==> config.mk <==
export PLATFORM = sky130hd
export DESIGN_NAME = clock_source_control
export DESIGN_NICKNAME = d
export VERILOG_FILES = /design/src/clock_source_control_pkg.sv /design/src/clock_divider_tick.sv /design/src/clock_source_control.sv
export VERILOG_INCLUDE_DIRS = /design/src /design/src/src
export SDC_FILE = /design/constraint.sdc
export NUM_CORES = 1
export LEC_CHECK = 0
export BUFFER_PORTS_ARGS = -buffer_cell sky130_fd_sc_hd__buf_2
export CAP_MARGIN = 25
export CORE_MARGIN = 4
export CORE_UTILIZATION = 40
export DETAILED_ROUTE_END_ITERATION = 10
export GPL_TIMING_DRIVEN = 0
export PLACE_DENSITY = 0.7
export SYNTH_ARGS = -nofsm -noshare
export SYNTH_HDL_FRONTEND = slang
export SYNTH_SLANG_ARGS = --single-unit
==> constraint.sdc <==
create_clock -name core_clk -period 2.2 [get_ports core_clk]
set_input_delay 0.22 -clock core_clk [delete_from_list [all_inputs] [get_ports core_clk]]
set_output_delay 0.22 -clock core_clk [all_outputs]
set_load 0.05 [all_outputs]
==> src/clock_source_control_map.svh <==
// register offsets, field positions, reset values and counts for the clock source control
// assumes inclusion by bare name from the design files
`ifndef CLOCK_SOURCE_CONTROL_MAP_SVH
`define CLOCK_SOURCE_CONTROL_MAP_SVH

// ============================================================
// register offsets
`define CSC_ADDR_W             8
`define CSC_SCC0_ADDR          8'h06
`define CSC_SCC1_ADDR          8'h07
`define CSC_PROT_ADDR          8'h0a
`define CSC_STAT_ADDR          8'h0b
// ============================================================
// system_clock_control_0 fields
`define CSC_SCC0_RESET         8'h68
`define CSC_WAIT_STOP_BIT      2
`define CSC_SUB_DRIVE_BIT      3
`define CSC_SUB_PIN_BIT        4
`define CSC_MAIN_STOP_BIT      5
`define CSC_DIV_SEL0_BIT       6
`define CSC_CPU_SEL_BIT        7
// ============================================================
// system_clock_control_1 fields kept here
`define CSC_SCC1_RESET         8'h00
`define CSC_MAIN_PIN_BIT       3
`define CSC_DIV_LO_BIT         6
`define CSC_DIV_HI_BIT         7
// ============================================================
// protection and on-chip select
`define CSC_WRITE_EN_BIT       0
`define CSC_OSC_SEL_BIT        2
// ============================================================
// divider limits
`define CSC_DIV_CNT_W          4
`define CSC_HS_LIMIT_MHZ       20
`define CSC_HS_OSC_MHZ         40
`define CSC_HS_PRE_DIV         (`CSC_HS_OSC_MHZ / `CSC_HS_LIMIT_MHZ)

`endif

==> src/clock_source_control_pkg.sv <==
// types for the clock source control
// assumes the map header carries every number
package clock_source_control_pkg;
  typedef enum logic [2:0] {
    DIV_1  = 3'b000,
    DIV_2  = 3'b001,
    DIV_4  = 3'b010,
    DIV_8  = 3'b011,
    DIV_16 = 3'b100
  } div_mode_t;
  typedef enum logic [1:0] {
    SW_RUN   = 2'b00,
    SW_DRAIN = 2'b01,
    SW_LOAD  = 2'b10
  } sw_state_t;
endpackage

==> src/clock_divider_tick.sv <==
// ratio divider producing one-cycle enable pulses
// assumes the ratio changes only while the owner holds it stable at a boundary
`timescale 1ns/100ps
`include "clock_source_control_map.svh"
module clock_divider_tick
  import clock_source_control_pkg::*;
(
  input  wire logic                      core_clk,   // system clock
  input  wire logic                      reset_n,    // sync reset, active low
  input  wire logic                      src_tick,   // source enable
  input  wire logic [`CSC_DIV_CNT_W-1:0] ratio_m1,   // ratio minus one
  input  wire logic                      restart,    // realign count
  output logic                           tick        // divided enable
);
  logic [`CSC_DIV_CNT_W-1:0] cnt_q;

  always_ff @(posedge core_clk) begin
    if (!reset_n || restart) begin
      cnt_q <= '0;
      tick  <= 1'b0;
    end else if (src_tick) begin
      tick  <= (cnt_q == ratio_m1);
      cnt_q <= (cnt_q == ratio_m1) ? '0 : cnt_q + 1'b1;
    end else begin
      tick <= 1'b0;
    end
  end
endmodule // clock_divider_tick

==> src/clock_source_control.sv <==
// clock source control: register file, source select, division and pin sharing
// assumes sub and on-chip ticks are enables in the core_clk domain
// Function
// - wait stop bit gates peripheral clock
// - sub drive bit forced high on stop
// - sub pin switch is set-only
// - main stop bit halts main oscillator
// - external clock keeps input, buffer off
// - stopped main with pin switch low frees ports
// - division select forces divide-by-8, set on stop
// - cpu select routes system or sub clock
// - high-speed oscillator limited to 20 MHz
// - unused main oscillator frees its pins
// - unused sub oscillator frees its pins
// - division field picks 1, 2, 4, 16
//
// Implementation choice: the address-and-strobe port.
`timescale 1ns/100ps
`include "clock_source_control_map.svh"
module clock_source_control
  import clock_source_control_pkg::*;
(
  input  wire logic                  core_clk,          // 20 MHz system clock
  input  wire logic                  reset_n,           // sync reset, active low
  input  wire logic [`CSC_ADDR_W-1:0] addr,             // register address
  input  wire logic [7:0]            wdata,             // write data
  input  wire logic                  wr_en,             // write strobe
  input  wire logic                  rd_en,             // read strobe
  output logic      [7:0]            rdata,             // read data, next cycle
  input  wire logic                  main_tick,         // main oscillator enable
  input  wire logic                  hs_tick,           // high-speed oscillator enable
  input  wire logic                  ls_tick,           // low-speed oscillator enable
  input  wire logic                  sub_tick,          // sub-clock enable
  input  wire logic                  ext_clock_mode,    // main fed by external clock
  input  wire logic                  hs_select,         // on-chip picks high-speed
  input  wire logic                  wait_mode,         // cpu in wait
  input  wire logic                  stop_entry,        // one-cycle stop entry pulse
  output logic                       cpu_clk_en,        // cpu clock enable
  output logic                       periph_clk_en,     // peripheral clock enable
  output logic                       main_osc_run,      // main oscillator buffer on
  output logic                       main_in_accept,    // main input stage enabled
  output logic                       main_pins_port,    // main pins as ports
  output logic                       sub_pins_osc,      // sub pins as oscillator
  output logic                       sub_drive_high,    // sub drive capacity high
  output logic                       switch_busy        // source or ratio change pending
);
  // ============================================================
  // registers
  logic [7:0] scc0_q;
  logic [7:0] scc1_q;
  logic       wr_enable_q;
  logic       osc_sel_q;
  logic [7:0] rdata_d;

  wire wr_ok = wr_en && wr_enable_q;

  always_ff @(posedge core_clk) begin
    if (!reset_n) begin
      scc0_q <= `CSC_SCC0_RESET;
    end else begin
      if (wr_ok && addr == `CSC_SCC0_ADDR) begin
        scc0_q[1:0] <= 2'h0;
        scc0_q[`CSC_WAIT_STOP_BIT] <= wdata[`CSC_WAIT_STOP_BIT];
        scc0_q[`CSC_SUB_DRIVE_BIT] <= wdata[`CSC_SUB_DRIVE_BIT];
        scc0_q[`CSC_SUB_PIN_BIT]   <= scc0_q[`CSC_SUB_PIN_BIT] | wdata[`CSC_SUB_PIN_BIT];
        scc0_q[`CSC_MAIN_STOP_BIT] <= wdata[`CSC_MAIN_STOP_BIT];
        scc0_q[`CSC_DIV_SEL0_BIT]  <= wdata[`CSC_DIV_SEL0_BIT];
        scc0_q[`CSC_CPU_SEL_BIT]   <= wdata[`CSC_CPU_SEL_BIT];
      end
      // stop entry wins over a simultaneous write
      if (stop_entry) begin
        scc0_q[`CSC_SUB_DRIVE_BIT] <= 1'b1;
        scc0_q[`CSC_DIV_SEL0_BIT]  <= 1'b1;
      end
    end
  end

  always_ff @(posedge core_clk) begin
    if (!reset_n) begin
      scc1_q <= `CSC_SCC1_RESET;
    end else if (wr_ok && addr == `CSC_SCC1_ADDR) begin
      // main pin switch, once set, stays set
      scc1_q <= {wdata[7:6], 2'b00,
                 scc1_q[`CSC_MAIN_PIN_BIT] | wdata[`CSC_MAIN_PIN_BIT], 3'b000};
    end
  end

  always_ff @(posedge core_clk) begin
    if (!reset_n) begin
      wr_enable_q <= 1'b0;
      osc_sel_q   <= 1'b0;
    end else if (wr_en && addr == `CSC_PROT_ADDR) begin
      wr_enable_q <= wdata[`CSC_WRITE_EN_BIT];
      osc_sel_q   <= wdata[`CSC_OSC_SEL_BIT];
    end
  end

  // ============================================================
  // read port
  always_comb begin
    rdata_d = 8'h00;
    case (addr)
      `CSC_SCC0_ADDR: rdata_d = scc0_q;
      `CSC_SCC1_ADDR: rdata_d = scc1_q;
      `CSC_PROT_ADDR: rdata_d = {5'h00, osc_sel_q, 1'b0, wr_enable_q};
      `CSC_STAT_ADDR: rdata_d = {7'h00, switch_busy};
      default:        rdata_d = 8'h00;
    endcase
  end

  always_ff @(posedge core_clk) begin
    if (!reset_n) begin
      rdata <= 8'h00;
    end else if (rd_en) begin
      rdata <= rdata_d;
    end else begin
      rdata <= 8'h00;
    end
  end

  // ============================================================
  // division mode decode
  function automatic div_mode_t decode_div(input logic sel0, input logic [1:0] field);
    if (sel0) begin
      decode_div = DIV_8;
    end else begin
      case (field)
        2'b00:   decode_div = DIV_1;
        2'b01:   decode_div = DIV_2;
        2'b10:   decode_div = DIV_4;
        default: decode_div = DIV_16;
      endcase
    end
  endfunction

  function automatic logic [`CSC_DIV_CNT_W-1:0] ratio_of(input div_mode_t m);
    case (m)
      DIV_1:   ratio_of = 4'h0;
      DIV_2:   ratio_of = 4'h1;
      DIV_4:   ratio_of = 4'h3;
      DIV_8:   ratio_of = 4'h7;
      default: ratio_of = 4'hf;
    endcase
  endfunction

  div_mode_t req_mode;
  assign req_mode = decode_div(scc0_q[`CSC_DIV_SEL0_BIT],
                               scc1_q[`CSC_DIV_HI_BIT:`CSC_DIV_LO_BIT]);

  // ============================================================
  // source selection; the high-speed path is pre-divided to stay at the limit
  logic hs_pre_q;
  logic hs_limited;
  always_ff @(posedge core_clk) begin
    if (!reset_n) begin
      hs_pre_q <= 1'b0;
    end else if (hs_tick) begin
      hs_pre_q <= ~hs_pre_q;
    end
  end
  assign hs_limited = hs_tick && hs_pre_q;

  logic main_runs;
  assign main_runs = !scc0_q[`CSC_MAIN_STOP_BIT] || ext_clock_mode;

  logic sys_src_tick;
  always_comb begin
    if (osc_sel_q) begin
      sys_src_tick = hs_select ? hs_limited : ls_tick;
    end else begin
      sys_src_tick = main_tick && main_runs;
    end
  end

  // ============================================================
  // glitch-free switch: a new ratio or source is taken only on a boundary of the current cpu clock, divided or sub
  sw_state_t sw_q;
  div_mode_t mode_q;
  logic      cpu_sub_q;
  logic      div_tick;
  logic      restart_q;

  clock_divider_tick u_div (
    .core_clk (core_clk),
    .reset_n  (reset_n),
    .src_tick (sys_src_tick),
    .ratio_m1 (ratio_of(mode_q)),
    .restart  (restart_q),
    .tick     (div_tick)
  );

  wire change_req = (req_mode != mode_q) || (scc0_q[`CSC_CPU_SEL_BIT] != cpu_sub_q);
  wire cur_tick   = cpu_sub_q ? sub_tick : div_tick;

  always_ff @(posedge core_clk) begin
    if (!reset_n) begin
      sw_q      <= SW_RUN;
      mode_q    <= DIV_8;
      cpu_sub_q <= 1'b0;
      restart_q <= 1'b0;
    end else begin
      restart_q <= 1'b0;
      case (sw_q)
        SW_RUN:   if (change_req) sw_q <= SW_DRAIN;
        SW_DRAIN: if (cur_tick) sw_q <= SW_LOAD;
        SW_LOAD: begin
          mode_q    <= req_mode;
          cpu_sub_q <= scc0_q[`CSC_CPU_SEL_BIT];
          restart_q <= 1'b1;
          sw_q      <= SW_RUN;
        end
        default:  sw_q <= SW_RUN;
      endcase
    end
  end

  // ============================================================
  // clock enables and pin control
  always_ff @(posedge core_clk) begin
    if (!reset_n) begin
      cpu_clk_en     <= 1'b0;
      periph_clk_en  <= 1'b0;
      main_osc_run   <= 1'b0;
      main_in_accept <= 1'b0;
      main_pins_port <= 1'b0;
      sub_pins_osc   <= 1'b0;
      sub_drive_high <= 1'b0;
      switch_busy    <= 1'b0;
    end else begin
      cpu_clk_en     <= (sw_q != SW_LOAD) && cur_tick;
      periph_clk_en  <= div_tick && !(wait_mode && scc0_q[`CSC_WAIT_STOP_BIT]);
      main_osc_run   <= !scc0_q[`CSC_MAIN_STOP_BIT];
      main_in_accept <= main_runs;
      main_pins_port <= (scc0_q[`CSC_MAIN_STOP_BIT] && !scc1_q[`CSC_MAIN_PIN_BIT])
                        || (osc_sel_q && !scc1_q[`CSC_MAIN_PIN_BIT]);
      sub_pins_osc   <= scc0_q[`CSC_SUB_PIN_BIT];
      sub_drive_high <= scc0_q[`CSC_SUB_DRIVE_BIT];
      switch_busy    <= (sw_q != SW_RUN) || change_req;
    end
  end
endmodule // clock_source_control

==> flow_summary.yaml, run 1 <==
run_status:
  outcome: "complete, no violations"
route:
  vias: 1369
  routed_wirelength_um: 3390
  drtAntennaViolNets: 0
  post_drt_wl_per_cell_um: 12.4
  vias_per_cell: 5.01
  drc_errors: 0
  drt-pass1-iter-count: 4
  drtIter0Drc: 52
timing:
  maxSlewHeadroom_pct: 41.4
  final.period_utilization_pct: 87.0
  worst_slack_ns: 0.287
  final.setup.tns_ns: 0
  clock.fmax_mhz: 523
  rsz0062_at_grt: "false"
  skew_ns: 0.0135
  tightest_slew_ns: 0.873
  period_needed_ns: 1.91
  hold_viol: 0
  setup_viol: 0
  drv_slew: 0
logic_synthesis:
  synth_cell_types: 39
  ys_ff_latch: 39
  synth_edf_count: 0
  yosys-top-cells-area: "dfxtp_1 (47%), mux2i_1 (8.5%), nor2_1 (5.7%), nand2_1 (3.0%), a221oi_1 (2.7%)"
  avgSynthCellArea_um2: 9.42
  synth-seq-area-share_pct: 47.3
  synthCells: 175
  synthesis.area_mm2: 0.00165
  synthDominantCellAreaShare_pct: 47.3
  synthArstFlopShare_pct: 0
  syn-num-nets: 204
  yosysWarnings: 0
  yosys.area.top_type: "dfxtp_1"
  synth_flop_cell: "dfxtp_1"
floorplan:
  rows: 23
  die_w_um: 72.2
  coreArea_mm2: 0.00400
  fp.dieH_um: 72.2
  design.die.area_mm2: 0.00521
  initial_core_util_pct: 41.2
  ioPinCount: 44
grt:
  grt_pass1_vias: 1254
  grt_antenna_before_repair: 0
  grt_pass1_wl_um: 5750
  overflow: 0
  grt_max_degree: 15
  grt.total_usage_pct: 14.0
layout:
  area_delta_synth_final_pct: 22.9
  final_layout_size_suffix_gt1_share_pct: 25.6
  diodes: 0
  design_area_mm2: 0.00203
  fin_cells: 273
  fin_nets: 251
worst_setup_path:
  arrival_ns: 2.05
  crit_chain: "nand3_1 > a2bb2oi_1 > a2111oi_1 > a221oi_1"
  worstReg2RegEnd: "u_div.cnt_q[1]"
  crit_type: "flop to flop"
  crit_buf_inv: 0
  start_kind: "flop"
  end_kind: "flop"
  worstPathRequired_ns: 2.34
  crit_path_max_incr_delay_ns: 0.78
  r2r_start: "u_div.cnt_q[0]"
  reg2reg_depth: 4
  crit_family: "compound AO/OA/AOI/OAI gates"
  path_max_fanout: 7
  reg2reg_slack_ns: 0.29
  slowest_stage: "a2111oi_1"
placed_design:
  placed_area_mm2: 0.00191
  placed_cells: 265
  place_ws_ns: 0.183
  dp_hpwl_um: 2640
  gp_congestion: 0.808
  numPortBuffers: 40
flow_run:
  max_cap_viol_count: 0
power:
  leakage_nw: 0.867
  p_sw_share_pct: 23.0
  design_power_total_w: 0.00142
  clockPowerShare_pct: 43.0
  p_int_w: 0.00109
  p_sw_w: 0.000326
  seq_power_share_pct: 50.6
  comb_power_share_pct: 6.4
  peakVddDrop_mv: 0.524
  powerDensity_mw_per_mm2: 699
hold_path:
  min_to: "scc0_q[6]"
  hp-class: "input pin to flop"
  min_from: "stop_entry"
  min_delay_path_depth: 3
clocking:
  post-cts-setup-buffers: 0
  clockBufferDepth: 2
  ctsRootBufferMaster: "clkbuf_8"
  cts_resized: 0
  cts_buffers: 5
  cts.clk_slew.worst_paths_ns: 0.09
  tritoncts: "built"
  clk_latency_ns: 0.30
  cts.sinks: 39
  hold_buffers: 0
  htreeDepth: 2
flip-flops by register name, summed over array words and instances, names as in the netlist, 2 cells and up:
name and count:
sw_q 2, u_div.cnt_q 4, rdata 7, scc1_q 3
mode_q 3, scc0_q 6
area by class of cell:
| class | count | area [um^2] |
|---|---|---|
| Clock buffer | 5 | 68.8 |
| Clock inverter | 3 | 46.3 |
| Sequential cell | 39 | 781 |
| Fill cell | 382 | 1970 |
| Inverter | 5 | 18.8 |
| Buffer | 7 | 37.5 |
| Timing Repair Buffer | 40 | 200 |
| Multi-Input combinational cell | 124 | 812 |
| Tap cell | 50 | 62.6 |
placed cells by master, fill, tap and decap left out, types with 3 or more instances in the layout:
| master | n |
|---|---|
| nor3_1 | 3 |
| and2_1 | 5 |
| nor2b_1 | 6 |
| nand2b_1 | 7 |
| dfxtp_1 | 39 |
| nand2_1 | 13 |
| or3_1 | 5 |
| clkbuf_1 | 5 |
| inv_1 | 5 |
| o21ai_0 | 5 |
| a221oi_1 | 5 |
| clkbuf_8 | 5 |
| mux2i_1 | 14 |
| a21oi_1 | 7 |
| nor2_1 | 25 |
| buf_2 | 40 |
worst max-delay path by stage:
| stage | from | to | slack, ns | depth (start not counted) |
|---|---|---|---|---|
| final | u_div.cnt_q[0] | u_div.cnt_q[1] | 0.29 | 4 |
| after global placement | addr[7] | scc0_q[5] | 0.17 | 6 |
| after detailed placement | addr[7] | scc0_q[5] | 0.18 | 6 |
| after CTS | u_div.cnt_q[0] | u_div.cnt_q[1] | 0.31 | 4 |
| after floorplan | addr[7] | scc0_q[5] | 0.45 | 5 |
| after global routing | u_div.cnt_q[0] | u_div.cnt_q[2] | 0.02 | 4 |
Yosys cell counts, types with 2 or more instances:
| cell | instances |
|---|---|
| a221oi_1 | 5 |
| nand2_1 | 13 |
| inv_1 | 5 |
| nor3_1 | 3 |
| or3_1 | 5 |
| nor4_4 | 2 |
| or4_1 | 2 |
| dfxtp_1 | 39 |
| nand2b_1 | 7 |
| a21oi_1 | 7 |
| o31ai_1 | 2 |
| mux2i_1 | 14 |
| nor2b_1 | 6 |
| nand3_1 | 2 |
| o21ai_0 | 5 |
| clkbuf_1 | 5 |
| and2_1 | 5 |
| nor2_1 | 25 |
| o211ai_1 | 2 |
| nor4_1 | 2 |
power groups by stage:
stage | Clock (W) | Combinational [W] | Sequential (W)
floorplan | 0 | 0.0000430 | 0.000743
global placement | 0 | 0.0000906 | 0.000733
detailed placement | 0 | 0.0000907 | 0.000733
CTS | 0.000620 | 0.0000910 | 0.000717
global route | 0.000657 | 0.0000992 | 0.000718
finish | 0.000608 | 0.0000907 | 0.000717
kinds of logic (layout without fill, tap and decap cells):
group	Yosys count	after routing	synth area share [%]
simple gates	78	78	26.5
flops	39	39	47.3
compound gates	27	27	11.5
mux	15	15	9.18
buf+inv	12	60	3.41
xor+xnor	2	2	1.06
fa+ha+maj	1	1	0.759
other cells	1	1	0.227
worst register-to-register path, stage by stage, from the launching register on:
cell and delay, ns:
dfxtp_1 0.44, nand3_1 0.15, a2bb2oi_1 0.17, a2111oi_1 0.78, a221oi_1 0.23
layer usage:
layer	track usage [%]	routed length, um	vias to the layer above
met2	20.4	1500	35
li1	-	-	708
met3	3.05	184	5
met4	6.26	54	0
met1	19.7	1650	621
met5	0	0	-
stage by stage:
step | hold slack, ns | utilization (%)
5_1_grt | 0.112 | 50.7
3_5_place_dp | 0.430 | 47.8
3_3_place_gp | 0.434 | 47.8
2_1_floorplan | 0.311 | -
4_1_cts | 0.117 | 50.7
6_report | 0.117 | 50.7
(Power assumes the default switching activity.)
==> inputs of run 2 (changes only) <==
--- a/config.mk
+++ b/config.mk
@@ -8,11 +8,13 @@
 export LEC_CHECK = 0
 export BUFFER_PORTS_ARGS = -buffer_cell sky130_fd_sc_hd__buf_2
 export CAP_MARGIN = 25
+export CELL_PAD_IN_SITES_DETAIL_PLACEMENT = 2
+export CELL_PAD_IN_SITES_GLOBAL_PLACEMENT = 2
 export CORE_MARGIN = 4
-export CORE_UTILIZATION = 40
+export CORE_UTILIZATION = 30
 export DETAILED_ROUTE_END_ITERATION = 10
 export GPL_TIMING_DRIVEN = 0
-export PLACE_DENSITY = 0.7
+export PLACE_DENSITY = 0.83
 export SYNTH_ARGS = -nofsm -noshare
 export SYNTH_HDL_FRONTEND = slang
 export SYNTH_SLANG_ARGS = --single-unit
==> run 2 against run 1 <==
Effect of this change:
- worst setup slack got worse by 0.00071 ns
- cell count rose by 7.3%
- clock skew fell by 0.0090 ns
- hold slack got worse by 0.0041 ns
- routed wire length rose by 41%
- utilization fell by 11 points
- global-route usage rose by 2.1 points
- first-iteration DRC count rose by 1.9%
- sequential share of layout area fell by 0.52 points
- die area rose by 29%
- maximum frequency barely moved
- highest routed layer unchanged
==> flow_summary.yaml, run 2 (same netlist as run 1, synthesis figures left out) <==
run_status:
  outcome: "complete, no violations"
layout:
  final_layout_size_suffix_gt1_share_pct: 25.6
  n_fill_cell: 605
  ff_latch_area_um2: 781
  fin_cells: 293
  multi_input_area_um2: 812
  reg.largest.list: "rdata: 7 flops, scc0_q: 6 flops, u_div.cnt_q: 4 flops"
  area_delta_synth_final_pct: 24.6
  top_register: "rdata"
  diodes: 0
  layout_common_cells: "buf_2 (40), dfxtp_1 (39), nor2_1 (25)"
  fin_nets: 251
  largest_register_ffs: 7
  mostFrequentLayoutCell: "buf_2"
timing:
  final.setup.tns_ns: 0
  maxSlewHeadroom_pct: 34.3
  drv_slew: 0
  period_needed_ns: 1.91
  final.period_utilization_pct: 87.0
  hold_viol: 0
  clock.fmax_mhz: 522
  rsz0062_at_grt: "false"
  setup_viol: 0
  skew_ns: 0.00446
  tightest_slew_ns: 0.979
power:
  clockPowerShare_pct: 43.9
  p_int_w: 0.00112
  p_sw_w: 0.000332
  powerDensity_mw_per_mm2: 704
  leakage_nw: 0.873
  peakVddDrop_mv: 0.316
  comb_power_share_pct: 6.6
  seq_power_share_pct: 49.6
  design_power_total_w: 0.00145
  p_sw_share_pct: 22.9
worst_setup_path:
  crit_chain: "inv_1 > a311oi_1 > nor2_1 > a221oi_1"
  end_kind: "flop"
  arrival_ns: 2.11
  crit_type: "flop to flop"
  slowest_stage: "a311oi_1"
  path_max_fanout: 9
  worstPathRequired_ns: 2.40
  crit_path_max_incr_delay_ns: 0.76
  start_kind: "flop"
placed_design:
  gp_congestion: 0.740
  placed_cells: 285
  dp_hpwl_um: 3610
  numPortBuffers: 40
clocking:
  post-cts-setup-buffers: 0
  hold_buffers: 0
  cts_resized: 0
  clockBufferDepth: 2
  tritoncts: "built"
  htreeDepth: 2
  cts_buffers: 5
  cts.sinks: 39
  clk_latency_ns: 0.30
  cts.clk_slew.worst_paths_ns: 0.08
  ctsRootBufferMaster: "clkbuf_8"
floorplan:
  initial_core_util_pct: 31.7
  design.die.area_mm2: 0.00675
  fp.dieH_um: 82.1
  rows: 26
  die_w_um: 82.1
  ioPinCount: 44
  coreArea_mm2: 0.00520
hold_path:
  hp-class: "input pin to flop"
route:
  drtIter0Drc: 53
  top_layer_used: "met4"
  wl_met1_um: 2090
  vias: 1464
  drtAntennaViolNets: 0
  drc_errors: 0
  met3WireLength_um: 140
  drt-pass1-iter-count: 4
  wl_met2_um: 2490
  routed_wirelength_um: 4780
  post_drt_wl_per_cell_um: 16.3
  vias_per_cell: 5.00
grt:
  grt.total_usage_pct: 16.1
  grt_pass1_vias: 1665
  overflow: 0
  grt_antenna_before_repair: 0
  grt_max_degree: 13
  grt_pass1_wl_um: 8100
flow_run:
  max_cap_viol_count: 0
## run 2: per-layer routing
| layer | global-route usage (%) | up-vias |
|---|---|---|
| met1 | 18.4 | 716 |
| met2 | 29.6 | 32 |
| met3 | 2.93 | 7 |
| li1 | - | 709 |
| met5 | 0 | - |
| met4 | 5.98 | 0 |
## run 2: path summary, 6_finish.rpt
path	from	slack (ns)	depth (start not counted)	endpoint
worst min register to register	scc0_q[2]	0.47	1	periph_clk_en
worst min-delay path	wait_mode	0.11	2	periph_clk_en
worst max-delay path	osc_sel_q	0.29	4	u_div.cnt_q[1]
worst max register to register	osc_sel_q	0.29	4	u_div.cnt_q[1]
## run 2: layout make-up
class | instances | area share (%)
multi-input combinational | 124 | 39.5
sequential | 39 | 38.0
timing repair buffer | 40 | 9.74
tap | 70 | 4.26
clock buffer | 6 | 4.02
buffer | 7 | 1.83
clock inverter | 2 | 1.71
inverter | 5 | 0.914
## run 2: worst max-delay path, delay by kind of cell (launching register included)
| family | cells | cell delay [ns] |
|---|---|---|
| AND/OR/NAND/NOR | 1 | 0.27 |
| AO/OA/AOI/OAI | 2 | 1.09 |
| buffers and inverters | 1 | 0.08 |
| flip-flops | 1 | 0.38 |
## run 2: power groups by stage
stage	registers, W	clock network, W	logic, W
after detailed placement	0.000734	0	0.0000962
after floorplan	0.000743	0	0.0000430
after global placement	0.000734	0	0.0000926
after global routing	0.000719	0.000689	0.000105
final	0.000717	0.000635	0.0000951
after CTS	0.000717	0.000652	0.0000966
## run 2: through the flow
step | instance area (um^2) | hold WS, ns | util, % | worst slack, ns
CTS | 2050 | 0.105 | 39.5 | 0.220
floorplan | 1650 | 0.311 | - | 0.449
detailed placement | 1940 | 0.428 | 37.2 | 0.0741
global placement | 1940 | 0.419 | 37.2 | 0.139
finish | 2050 | 0.113 | 39.5 | 0.286
global route | 2050 | 0.104 | 39.5 | 0.0707
